File: src/shared/toc_pkg.sv
`default_nettype none
package toc_pkg;
  // register byte addresses
  localparam logic [7:0]  TOC_OFS_CTRL1   = 8'h00;
  localparam logic [7:0]  TOC_OFS_CTRL2   = 8'h04;
  localparam logic [7:0]  TOC_OFS_STATUS  = 8'h08;
  localparam logic [7:0]  TOC_OFS_C1_HIGH = 8'h0C;
  localparam logic [7:0]  TOC_OFS_C1_LOW  = 8'h10;
  localparam logic [7:0]  TOC_OFS_C2_HIGH = 8'h14;
  localparam logic [7:0]  TOC_OFS_C2_LOW  = 8'h18;
  // control one fields
  localparam int          TOC_IRQ_EN_BIT  = 0;
  localparam int          TOC_LEVEL_LSB   = 1;
  localparam int          TOC_FORCE_LSB   = 3;
  // control two fields
  localparam int          TOC_PIN_EN_LSB  = 0;
  localparam int          TOC_CLK_SEL_LSB = 2;
  localparam int          TOC_SPM_BIT     = 4;
  localparam int          TOC_PWM_BIT     = 5;
  // reset values and match lag
  localparam logic [15:0] TOC_CMP_RESET   = 16'h8000;
  localparam logic [15:0] TOC_MATCH_LAG   = 16'h0001;
  localparam logic [31:0] TOC_RD_ZERO     = 32'h0000_0000;

  typedef enum logic [1:0] {
    TOC_CLK_DIV2 = 2'b00,
    TOC_CLK_DIV4 = 2'b01,
    TOC_CLK_DIV8 = 2'b10,
    TOC_CLK_EXT  = 2'b11
  } toc_clk_e;

  typedef struct packed {
    logic       irq_en;
    logic [1:0] level;
    logic [1:0] pin_en;
    toc_clk_e   clk_sel;
    logic       single_pulse_mode;
    logic       pwm_mode;
  } toc_ctrl_s;

  typedef struct packed {
    logic       wr_hi;
    logic       wr_lo;
    logic       acc_lo;
    logic       sr_rd;
    logic       sr_seen;
    logic [7:0] wdata;
  } toc_acc_s;
endpackage
`default_nettype wire

File: src/hdl/toc_chan.sv
`timescale 1ns/1ns
`default_nettype none
module toc_chan #(
  parameter bit DISABLED = 1'b0
) (
  // clock and reset
  input  wire logic              pclk,
  input  wire logic              presetn,
  input  wire logic              ce,
  // register access
  input  wire toc_pkg::toc_acc_s acc,
  // timer side
  input  wire logic [15:0]       count,
  input  wire logic              tick,
  input  wire logic              div2,
  input  wire logic              pin_en,
  input  wire logic              level,
  input  wire logic              force_pulse,
  // results
  output logic [15:0]            value,
  output logic                   flag,
  output logic                   pin
);
  import toc_pkg::*;

  logic        inhibit;
  logic        armed;
  logic        match;
  logic [15:0] target;

  // slow prescalers see the counter one count late
  assign target = div2 ? value : value + TOC_MATCH_LAG;
  // compare runs whatever the capture side does
  assign match  = ce && tick && !inhibit && !DISABLED && (count == target);

  always_ff @(posedge pclk or negedge presetn) begin
    if (!presetn) begin
      value <= TOC_CMP_RESET;
    end else if (ce) begin
      if (acc.wr_hi) value[15:8] <= acc.wdata;
      if (acc.wr_lo) value[7:0]  <= acc.wdata;
    end
  end

  always_ff @(posedge pclk or negedge presetn) begin
    if (!presetn) begin
      inhibit <= 1'b0;
    end else if (ce) begin
      if (acc.wr_lo) inhibit <= 1'b0;
      else if (acc.wr_hi) inhibit <= 1'b1;
    end
  end

  always_ff @(posedge pclk or negedge presetn) begin
    if (!presetn) begin
      armed <= 1'b0;
    end else if (ce) begin
      if (acc.acc_lo) armed <= 1'b0;
      else if (acc.sr_rd && acc.sr_seen) armed <= 1'b1;
    end
  end

  // a match in the clearing cycle wins
  always_ff @(posedge pclk or negedge presetn) begin
    if (!presetn) begin
      flag <= 1'b0;
    end else if (ce) begin
      if (match) flag <= 1'b1;
      else if (acc.acc_lo && armed) flag <= 1'b0;
    end
  end

  always_ff @(posedge pclk or negedge presetn) begin
    if (!presetn) begin
      pin <= 1'b0;
    end else if (ce) begin
      if (match && pin_en) pin <= level;
      else if (force_pulse) pin <= level;
    end
  end
endmodule
`default_nettype wire

File: src/hdl/toc_top.sv
`timescale 1ns/1ns
`default_nettype none
// Function
// compare each channel every timer tick
// match sets the channel flag
// match drives pin with level bit
// pin latch low during reset
// interrupt needs enable set, mask clear
// compare values reset to 8000h
// compare values software owned, hardware untouched
// flag clears: status read, then low access
// high byte write inhibits matches
// low byte write re-enables, finishes clear
// software writes high, reads status, writes low
// pin disabled: no level, interrupt allowed
// divide by two: match at value
// slower clocks: match at value plus one
// force copies level, no flag, no irq
// force ignored in pulse or pwm mode
// reduced variant: channel two write-only, silent
// resolution one count of prescaled counter
// pin enable dedicates pin to channel
// software reloads compare after each match
// compare works alongside input capture
// both select bits one: external clock
// arm bit gates the low-access clear
module toc_top #(
  parameter bit REDUCED = 1'b0
) (
  // clock and reset
  input  wire logic        pclk,
  input  wire logic        presetn,
  input  wire logic        ce,
  // apb slave
  input  wire logic [7:0]  paddr,
  input  wire logic        psel,
  input  wire logic        penable,
  input  wire logic        pwrite,
  input  wire logic [31:0] pwdata,
  input  wire logic [3:0]  pstrb,
  output logic [31:0]      prdata,
  output logic             pready,
  output logic             pslverr,
  // counter and core
  input  wire logic [15:0] timer_count,
  input  wire logic        timer_tick,
  input  wire logic        irq_mask,
  // compare outputs
  output logic [1:0]       compare_output_pin,
  output logic [1:0]       compare_pin_oe,
  output logic             timer_irq
);
  import toc_pkg::*;

  toc_ctrl_s   ctrl;
  logic [1:0]  force_level;
  logic [1:0]  compare_match_flag;
  logic [15:0] compare_value_one;
  logic [15:0] compare_value_two;
  logic        err_q;
  logic        setup;
  logic        access;
  logic        hit;
  logic        wr;
  logic        rd;
  logic        wr_byte;
  logic        force_ok;
  logic        div2;
  logic [31:0] next_prdata;
  toc_acc_s    acc_one;
  toc_acc_s    acc_two;

  // bus phases; a low clock enable stretches the access
  assign setup   = psel && !penable;
  assign pready  = ce;
  assign access  = psel && penable && ce;
  assign wr      = access && pwrite && hit;
  assign rd      = access && !pwrite && hit;
  assign wr_byte = wr && pstrb[0];
  assign pslverr = psel && penable && err_q;

  always_comb begin
    case (paddr)
      TOC_OFS_CTRL1,
      TOC_OFS_CTRL2,
      TOC_OFS_STATUS,
      TOC_OFS_C1_HIGH,
      TOC_OFS_C1_LOW,
      TOC_OFS_C2_HIGH,
      TOC_OFS_C2_LOW: hit = 1'b1;
      default:        hit = 1'b0;
    endcase
  end

  // force bits always read as zero
  always_comb begin
    next_prdata = TOC_RD_ZERO;
    case (paddr)
      TOC_OFS_CTRL1: begin
        next_prdata[TOC_IRQ_EN_BIT] = ctrl.irq_en;
        next_prdata[TOC_LEVEL_LSB +: 2] = ctrl.level;
      end
      TOC_OFS_CTRL2: begin
        next_prdata[TOC_PIN_EN_LSB +: 2] = ctrl.pin_en;
        next_prdata[TOC_CLK_SEL_LSB +: 2] = ctrl.clk_sel;
        next_prdata[TOC_SPM_BIT] = ctrl.single_pulse_mode;
        next_prdata[TOC_PWM_BIT] = ctrl.pwm_mode;
      end
      TOC_OFS_STATUS: begin
        next_prdata[1:0] = compare_match_flag;
      end
      TOC_OFS_C1_HIGH: begin
        next_prdata[7:0] = compare_value_one[15:8];
      end
      TOC_OFS_C1_LOW: begin
        next_prdata[7:0] = compare_value_one[7:0];
      end
      TOC_OFS_C2_HIGH: begin
        if (!REDUCED) next_prdata[7:0] = compare_value_two[15:8];
      end
      TOC_OFS_C2_LOW: begin
        if (!REDUCED) next_prdata[7:0] = compare_value_two[7:0];
      end
      default: begin
        next_prdata = TOC_RD_ZERO;
      end
    endcase
  end

  // read data is taken in setup so it comes from a flop with no wait state;
  // the status arm step therefore uses the flag as it was returned
  always_ff @(posedge pclk or negedge presetn) begin
    if (!presetn) begin
      prdata <= TOC_RD_ZERO;
    end else if (ce && setup) begin
      prdata <= next_prdata;
    end
  end

  always_ff @(posedge pclk or negedge presetn) begin
    if (!presetn) begin
      err_q <= 1'b0;
    end else if (ce && setup) begin
      err_q <= !hit;
    end
  end

  always_ff @(posedge pclk or negedge presetn) begin
    if (!presetn) begin
      ctrl <= '0;
    end else if (wr_byte && paddr == TOC_OFS_CTRL1) begin
      ctrl.irq_en <= pwdata[TOC_IRQ_EN_BIT];
      ctrl.level  <= pwdata[TOC_LEVEL_LSB +: 2];
    end else if (wr_byte && paddr == TOC_OFS_CTRL2) begin
      ctrl.pin_en            <= pwdata[TOC_PIN_EN_LSB +: 2];
      ctrl.clk_sel           <= toc_clk_e'(pwdata[TOC_CLK_SEL_LSB +: 2]);
      ctrl.single_pulse_mode <= pwdata[TOC_SPM_BIT];
      ctrl.pwm_mode          <= pwdata[TOC_PWM_BIT];
    end
  end

  assign force_ok = !ctrl.single_pulse_mode && !ctrl.pwm_mode;

  // pulse one cycle after the write so the new level is already stored
  always_ff @(posedge pclk or negedge presetn) begin
    if (!presetn) begin
      force_level <= 2'b00;
    end else if (ce) begin
      if (wr_byte && paddr == TOC_OFS_CTRL1 && force_ok) begin
        force_level <= pwdata[TOC_FORCE_LSB +: 2];
      end else begin
        force_level <= 2'b00;
      end
    end
  end

  // only the fastest internal rate sees the counter without lag
  always_comb begin
    case (ctrl.clk_sel)
      TOC_CLK_DIV2: div2 = 1'b1;
      TOC_CLK_DIV4: div2 = 1'b0;
      TOC_CLK_DIV8: div2 = 1'b0;
      TOC_CLK_EXT:  div2 = 1'b0;
      default:      div2 = 1'b0;
    endcase
  end

  always_comb begin
    acc_one         = '0;
    acc_one.wr_hi   = wr_byte && paddr == TOC_OFS_C1_HIGH;
    acc_one.wr_lo   = wr_byte && paddr == TOC_OFS_C1_LOW;
    acc_one.acc_lo  = access && paddr == TOC_OFS_C1_LOW;
    acc_one.sr_rd   = rd && paddr == TOC_OFS_STATUS;
    acc_one.sr_seen = prdata[0];
    acc_one.wdata   = pwdata[7:0];
    acc_two         = '0;
    acc_two.wr_hi   = wr_byte && paddr == TOC_OFS_C2_HIGH;
    acc_two.wr_lo   = wr_byte && paddr == TOC_OFS_C2_LOW;
    acc_two.acc_lo  = access && paddr == TOC_OFS_C2_LOW;
    acc_two.sr_rd   = rd && paddr == TOC_OFS_STATUS;
    acc_two.sr_seen = prdata[1];
    acc_two.wdata   = pwdata[7:0];
  end

  toc_chan #(
    .DISABLED (1'b0)
  ) u_chan_one (
    .pclk        (pclk),
    .presetn     (presetn),
    .ce          (ce),
    .acc         (acc_one),
    .count       (timer_count),
    .tick        (timer_tick),
    .div2        (div2),
    .pin_en      (ctrl.pin_en[0]),
    .level       (ctrl.level[0]),
    .force_pulse (force_level[0]),
    .value       (compare_value_one),
    .flag        (compare_match_flag[0]),
    .pin         (compare_output_pin[0])
  );

  toc_chan #(
    .DISABLED (REDUCED)
  ) u_chan_two (
    .pclk        (pclk),
    .presetn     (presetn),
    .ce          (ce),
    .acc         (acc_two),
    .count       (timer_count),
    .tick        (timer_tick),
    .div2        (div2),
    .pin_en      (ctrl.pin_en[1]),
    .level       (ctrl.level[1]),
    .force_pulse (force_level[1]),
    .value       (compare_value_two),
    .flag        (compare_match_flag[1]),
    .pin         (compare_output_pin[1])
  );

  assign compare_pin_oe = ctrl.pin_en;

  // pending request stays until both gates open
  always_ff @(posedge pclk or negedge presetn) begin
    if (!presetn) begin
      timer_irq <= 1'b0;
    end else if (ce) begin
      timer_irq <= ctrl.irq_en && !irq_mask && (|compare_match_flag);
    end
  end
endmodule
`default_nettype wire

File: config.mk
export PLATFORM = sky130hd
export DESIGN_NAME = toc_top
export DESIGN_NICKNAME = d
export VERILOG_FILES = /design/src/shared/toc_pkg.sv /design/src/hdl/toc_chan.sv /design/src/hdl/toc_top.sv
export SDC_FILE = /design/constraint.sdc
export NUM_CORES = 1
export LEC_CHECK = 0
export BUFFER_PORTS_ARGS = -buffer_cell sky130_fd_sc_hd__buf_2
export CAP_MARGIN = 30
export CORE_ASPECT_RATIO = 0.5
export CORE_UTILIZATION = 50
export DETAILED_ROUTE_END_ITERATION = 8
export GPL_ROUTABILITY_DRIVEN = 1
export GPL_TIMING_DRIVEN = 0
export PLACE_DENSITY = 0.76
export SLEW_MARGIN = 20
export SYNTH_ARGS = -nofsm -noshare
export SYNTH_HDL_FRONTEND = slang
export SYNTH_HIERARCHICAL = 1
export SYNTH_SLANG_ARGS = --single-unit
File: constraint.sdc
create_clock -name pclk -period 3.03 [get_ports pclk]
set_input_delay 0.4545 -clock pclk [delete_from_list [all_inputs] [get_ports pclk]]
set_output_delay 0.4545 -clock pclk [all_outputs]
set_load 0.01 [all_outputs]
==> flow_summary.yaml, run 1 <==
logic_synthesis:
  synthCells: 410
  ys_ff_latch: 61
  synth_edf_count: 0
  synth.avg_cell_area_um2: 10.3
  async_flop_share_pct: 100
  ys_seq_area_share_pct: 36.2
  syn-cell-area_mm2: 0.00423
  synthFlopType: "dfrtp_1"
  yosys_warnings: 6
  synthDistinctLibCells: 62
global_route:
  grt_use_total_pct: 27.5
  grt_pass1_vias: 3180
  grt_overflow: 0
  grt_pass1_wl_um: 17500
  grt_max_degree: 62
  grt_antenna_before_repair: 0
critical_path:
  crit_path_start_kind: "register"
  cp.arrival_ns: 2.90
  slowest_stage: "nor2_2"
  endpoint_kind: "register"
  path_cells: "nor2_2 -> and4b_4 -> and3_1 -> a31oi_1 -> a31oi_1 -> nor4_2 -> a32oi_1 -> mux2_1"
  slowest_delay_ns: 0.46
  path_buf_inv: 0
  critPathTopFamily: "simple AND/OR/NAND/NOR gates"
  crit_top_cell: "a31oi_1"
  required_ns: 3.25
  worstPathMaxFanout: 14
  path_class: "reg -> reg"
power:
  pwr_density_cell_mw_per_mm2: 437
  ir_worst_vdd_v: 0.000347
  p_sw_share_pct: 23.1
  clkPwrFrac_pct: 53.5
  internal-power_w: 0.00170
  pwr-share-seq_pct: 37.0
  p_sw_w: 0.000513
  p_leak_nw: 2.42
  combPwrFrac_pct: 9.5
route:
  via_per_inst: 5.80
  via_count: 3569
  wl_per_cell_um: 18.8
  first_pass_iters: 5
  drt-initial-drc-count: 299
  wl_um: 11600
  remaining_drc_errors: 0
  ant_nets: 0
clock_network:
  clockRootBuffer: "clkbuf_16"
  clkTransAtPathRegs_ns: 0.06
  clock_path_buffers: 2
  cts_buffers: 9
  cts_tree: "built"
  clock-sinks: 61
  clkLatencyLatePin_ns: 0.34
  cts_max_level: 3
  postCtsSetupBuffers: 0
placement:
  hpwl_um: 8640
  place_area_mm2: 0.00473
  dp_slack_ns: 0.212
  port_buffers: 54
  place.gp.congestion: 0.926
sta:
  fin_tns_setup_ns: 0
  slew_headroom_pct: 48.4
  fmax_mhz: 373
  rsz0062_at_grt: "no"
  slew_viol_final: 0
  min_period_over_period_pct: 88.6
  hold_violations: 0
  tightest_slew_ns: 0.774
  setup_viol: 0
  period_needed_ns: 2.68
  skew_ns: 0.00793
  fin_ws_ns: 0.345
die:
  start_util_pct: 52.3
  io_pins: 107
  core-area_mm2: 0.00809
  rows: 23
  fp.dieH_um: 67.0
  die-area_mm2: 0.00885
  die_w_um: 132
cells_and_area:
  antenna_cells: 0
  final_area_mm2: 0.00507
  final_common_cell: "dfrtp_1"
  final_cell_mix: "dfrtp_1, buf_2, xnor2_1, mux2_2, buf_4"
  layout-drive-gt1-share_pct: 32.8
  area_growth_pct: 19.9
  final_nets: 568
run_status:
  status: "completed"
job:
  max-cap-violations: 0
worst_hold_path:
  hp-class: "in -> async"
==> metal layers <==
metal | track usage, % | share of wire, % | vias up | wire [um]
met2 | 41.5 | 43 | 183 | 4940
met3 | 6.70 | 8.7 | 30 | 1010
met1 | 37.7 | 46 | 1727 | 5300
met5 | 0 | 0 | - | 0
met4 | 11.8 | 2.7 | 0 | 310
li1 | - | - | 1629 | -
==> cell families (layout without fill, tap and decap cells) <==
| group | Yosys count | after routing | synth area share (%) |
|---|---|---|---|
| other | 1 | 24 | 0.0887 |
| xor gates and xnor gates | 53 | 53 | 11.0 |
| AOI/OAI and AO/OA | 64 | 64 | 10.9 |
| DFF | 61 | 61 | 36.2 |
| and+or+nand+nor | 124 | 124 | 18.8 |
| adders and majority gates | 2 | 2 | 0.592 |
| buffers and inverters | 49 | 119 | 7.37 |
| muxes | 56 | 56 | 15.1 |
==> power groups by stage <==
stage | clock network [W] | logic [W] | registers [W]
2_1_floorplan | 0 | 0.000120 | 0.000834
3_3_place_gp | 0 | 0.000205 | 0.000834
3_5_place_dp | 0 | 0.000207 | 0.000834
4_1_cts | 0.00120 | 0.000208 | 0.000820
5_1_grt | 0.00124 | 0.000229 | 0.000820
6_report | 0.00119 | 0.000212 | 0.000820
==> sequential cells by signal (all words and copies together) (netlist names), 2 cells and up <==
signal,flops
prdata,8
u_chan_two/value,16
ctrl,7
u_chan_one/value,16
force_level,2
compare_pin_oe,2
==> through the flow <==
stage,util (%),hold WS [ns],power (W),cells
after floorplan,-,0.159,0.000954,433
after global placement,58.4,0.464,0.00104,599
after detailed placement,58.5,0.473,0.00104,599
after CTS,62.7,0.227,0.00223,615
after global routing,62.7,0.268,0.00229,615
final,62.7,0.186,0.00222,615
==> final cells by class <==
class / count / area [um^2]
fill: 684 / 3020
sequential: 61 / 1530
clock inverter: 6 / 111
multi-input combinational: 323 / 2480
clock buffer: 10 / 229
inverter: 6 / 22.5
timing repair buffer: 54 / 273
buffer: 43 / 289
tap: 112 / 140
==> timing repair <==
action / CTS / global route
resized for setup: 0 / 1
setup endpoints to repair: 0 / 2
hold buffers: 0 / 0
==> final timing paths <==
kind | slack, ns | from | end | cells past startpoint
setup / recovery | 0.35 | ctrl[3] | u_chan_two/pin | 8
hold / removal | 0.19 | presetn | u_chan_two/value[10] | 1
setup reg to reg | 0.35 | ctrl[3] | u_chan_two/pin | 8
hold reg to reg | 0.48 | prdata[6] | prdata[6] | 2
max in group asynchronous | 2.31 | presetn | u_chan_one/value[12] | 1
min in group pclk | 0.28 | irq_mask | timer_irq | 2
==> Yosys cell counts, drive strengths merged, types with 3 or more instances <==
cell type | number | area share (%)
nand3b | 4 | 0.71
nor3b | 8 | 1.4
and4b | 3 | 0.89
or2 | 3 | 0.56
and3 | 6 | 0.89
nor4 | 7 | 2.0
mux2i | 11 | 2.6
o21ai | 9 | 1.1
o22ai | 3 | 0.44
nand4 | 6 | 1.2
a31oi | 10 | 1.5
nor3 | 7 | 1.4
mux2 | 45 | 13
o211ai | 4 | 0.71
buf | 36 | 6.2
nor2 | 19 | 1.7
xor2 | 17 | 3.5
a22o | 7 | 1.5
a221oi | 4 | 0.83
a21oi | 8 | 0.95
inv | 6 | 0.53
nand4b | 6 | 1.2
a2bb2oi | 4 | 0.83
clkbuf | 7 | 0.62
nand3 | 12 | 1.4
xnor2 | 36 | 7.5
a32oi | 3 | 0.62
dfrtp | 59 | 35
or3 | 4 | 0.83
nand2 | 29 | 2.6
No activity file was read; power rests on OpenSTA's default activity.
==> run 2, diff against run 1 <==
--- a/config.mk
+++ b/config.mk
@@ -7,12 +7,14 @@
 export LEC_CHECK = 0
 export BUFFER_PORTS_ARGS = -buffer_cell sky130_fd_sc_hd__buf_2
 export CAP_MARGIN = 30
+export CELL_PAD_IN_SITES_DETAIL_PLACEMENT = 1
+export CELL_PAD_IN_SITES_GLOBAL_PLACEMENT = 1
 export CORE_ASPECT_RATIO = 0.5
-export CORE_UTILIZATION = 50
+export CORE_UTILIZATION = 41
 export DETAILED_ROUTE_END_ITERATION = 8
 export GPL_ROUTABILITY_DRIVEN = 1
 export GPL_TIMING_DRIVEN = 0
-export PLACE_DENSITY = 0.76
+export PLACE_DENSITY_LB_ADDON = 0.1
 export SLEW_MARGIN = 20
 export SYNTH_ARGS = -nofsm -noshare
 export SYNTH_HDL_FRONTEND = slang
==> run 2 against run 1 <==
Effect of this change: count of clock-buffer cells in the layout shrank 1; via count shrank 0.31%; setup slack lost 0.16 ns; sequential cell count is the same; utilization shrank 10 points; highest routed layer unchanged; first-iteration DRC count shrank 32%.
==> flow_summary.yaml, run 2 (synthesis gave the netlist of run 1 again) <==
cells_and_area:
  area_growth_pct: 21.1
  final_area_mm2: 0.00512
  final_cell_mix: "dfrtp_1, buf_2, xnor2_1, mux2_2, buf_4"
  reg_top3: "u_chan_one/value: 16 flops, u_chan_two/value: 16 flops, prdata: 8 flops"
  antenna_cells: 0
  final_nets: 570
  layout-drive-gt1-share_pct: 33.1
  final_common_cell: "dfrtp_1"
critical_path:
  worstSetupPathDepth: 8
  ff2ff_path_depth: 8
  critPathTopFamily: "simple AND/OR/NAND/NOR gates"
  endpoint_kind: "register"
  crit_top_cell: "a31oi_1"
  worstPathMaxFanout: 14
  slowest_stage: "nor4_2"
  cp.arrival_ns: 3.06
  crit_path_start_kind: "register"
  required_ns: 3.25
  slowest_delay_ns: 0.52
  path_cells: "nor2_2 -> and4b_4 -> and3_1 -> a31oi_1 -> a31oi_1 -> nor4_2 -> a32oi_1 -> mux2_1"
  path_buf_inv: 0
  path_class: "reg -> reg"
sta:
  slew_viol_final: 0
  min_period_over_period_pct: 93.9
  hold_violations: 0
  slew_headroom_pct: 52.0
  period_needed_ns: 2.85
  skew_ns: 0.00657
  setup_viol: 0
  fin_tns_setup_ns: 0
  fmax_mhz: 351
  tightest_slew_ns: 0.719
  rsz0062_at_grt: "no"
  whs_ns: 0.286
die:
  die-area_mm2: 0.0107
  rows: 25
  start_util_pct: 43.5
  die_w_um: 146
  core-area_mm2: 0.00973
  io_pins: 107
  fp.dieH_um: 73.8
global_route:
  grt_use_total_pct: 25.6
  grt_overflow: 0
  grt_pass1_wl_um: 20100
  grt_max_degree: 54
  grt_pass1_vias: 3490
  grt_antenna_before_repair: 0
placement:
  hpwl_um: 9940
  place_area_mm2: 0.00478
  port_buffers: 54
  place.gp.congestion: 0.817
worst_hold_path:
  whs_path_depth: 2
  hp-class: "in -> reg"
clock_network:
  clock-sinks: 61
  clkLatencyLatePin_ns: 0.34
  clkTransAtPathRegs_ns: 0.06
  clockRootBuffer: "clkbuf_16"
  clock_path_buffers: 2
  cts_max_level: 3
  cts_buffers: 9
  cts_tree: "built"
route:
  wl_um: 12900
  wl_per_cell_um: 20.2
  first_pass_iters: 5
  via_per_inst: 5.56
  via_count: 3558
  remaining_drc_errors: 0
  ant_nets: 0
  drt-initial-drc-count: 202
run_status:
  status: "completed"
power:
  pwr_density_cell_mw_per_mm2: 424
  p_leak_nw: 2.42
  ir_worst_vdd_v: 0.000249
job:
  max-cap-violations: 0
-- run 2: cell types whose count changed in the layout (fill, tap and decap cells not counted), sizes merged --
cell	before	now
buf	90	91
bufinv	3	2
clkbuf	17	16
clkinvlp	1	2
dlygate4sd3	0	1
inv	6	7
-- run 2: worst register-to-register path, stage by stage (launching register included) --
cell     delay [ns]
dfrtp_1        0.41
nor2_2         0.48
and4b_4        0.31
and3_1         0.21
a31oi_1        0.19
a31oi_1        0.08
nor4_2         0.52
a32oi_1        0.20
mux2_1         0.33
-- run 2: per-stage QoR --
step	total power, W	instances	worst slack [ns]	utilization [%]
after CTS	0.00218	640	0.0175	52.6
after global placement	0.00104	622	0.0513	48.9
after global routing	0.00224	640	0.118	52.6
after floorplan	0.000954	433	0.720	-
after detailed placement	0.00105	623	0.0521	49.2
final	0.00217	640	0.185	52.6
-- run 2: power by group --
group	total, W	internal [W]	switching (W)
combinational	0.000219	0.0000891	0.000130
clock	0.00113	0.000722	0.000407
sequential	0.000820	0.000817	0.00000268
total	0.00217	0.00163	0.000540
-- run 2: path summary, 6_finish.rpt --
path                       startpoint              endpoint  slack (ns)
setup / recovery              ctrl[3]        u_chan_two/pin        0.18
hold / removal               irq_mask             timer_irq        0.29
setup reg to reg              ctrl[3]        u_chan_two/pin        0.18
hold reg to reg             prdata[7]             prdata[7]        0.48
max in group asynchronous     presetn  u_chan_one/value[15]        2.01
min in group asynchronous     presetn   u_chan_two/value[6]        0.49
-- run 2: routing by layer --
layer  vias up  share of wire (%)  GRT usage [%]
met5         -                  0              0
met4         0               0.89           5.38
met3        10                4.9           5.59
met2        95                 43           40.0
met1      1812                 51           36.6
li1       1641                  -              -
-- run 2: what timing repair did --
item                       4_1_cts  5_1_grt
resized for setup                0        1
buffers inserted                 0        0
hold buffers                     1        0
setup endpoints to repair        0        2
hold endpoints to repair         8        0
-- run 2: final cells by class --
type / instances / area (um^2)
Clock buffer: 9 / 225
Buffer: 43 / 289
Multi-Input combinational cell: 323 / 2480
Fill cell: 1154 / 4610
Sequential cell: 61 / 1530
Tap cell: 135 / 169
Clock inverter: 7 / 97.6
Inverter: 6 / 22.5
Timing Repair Buffer: 56 / 310
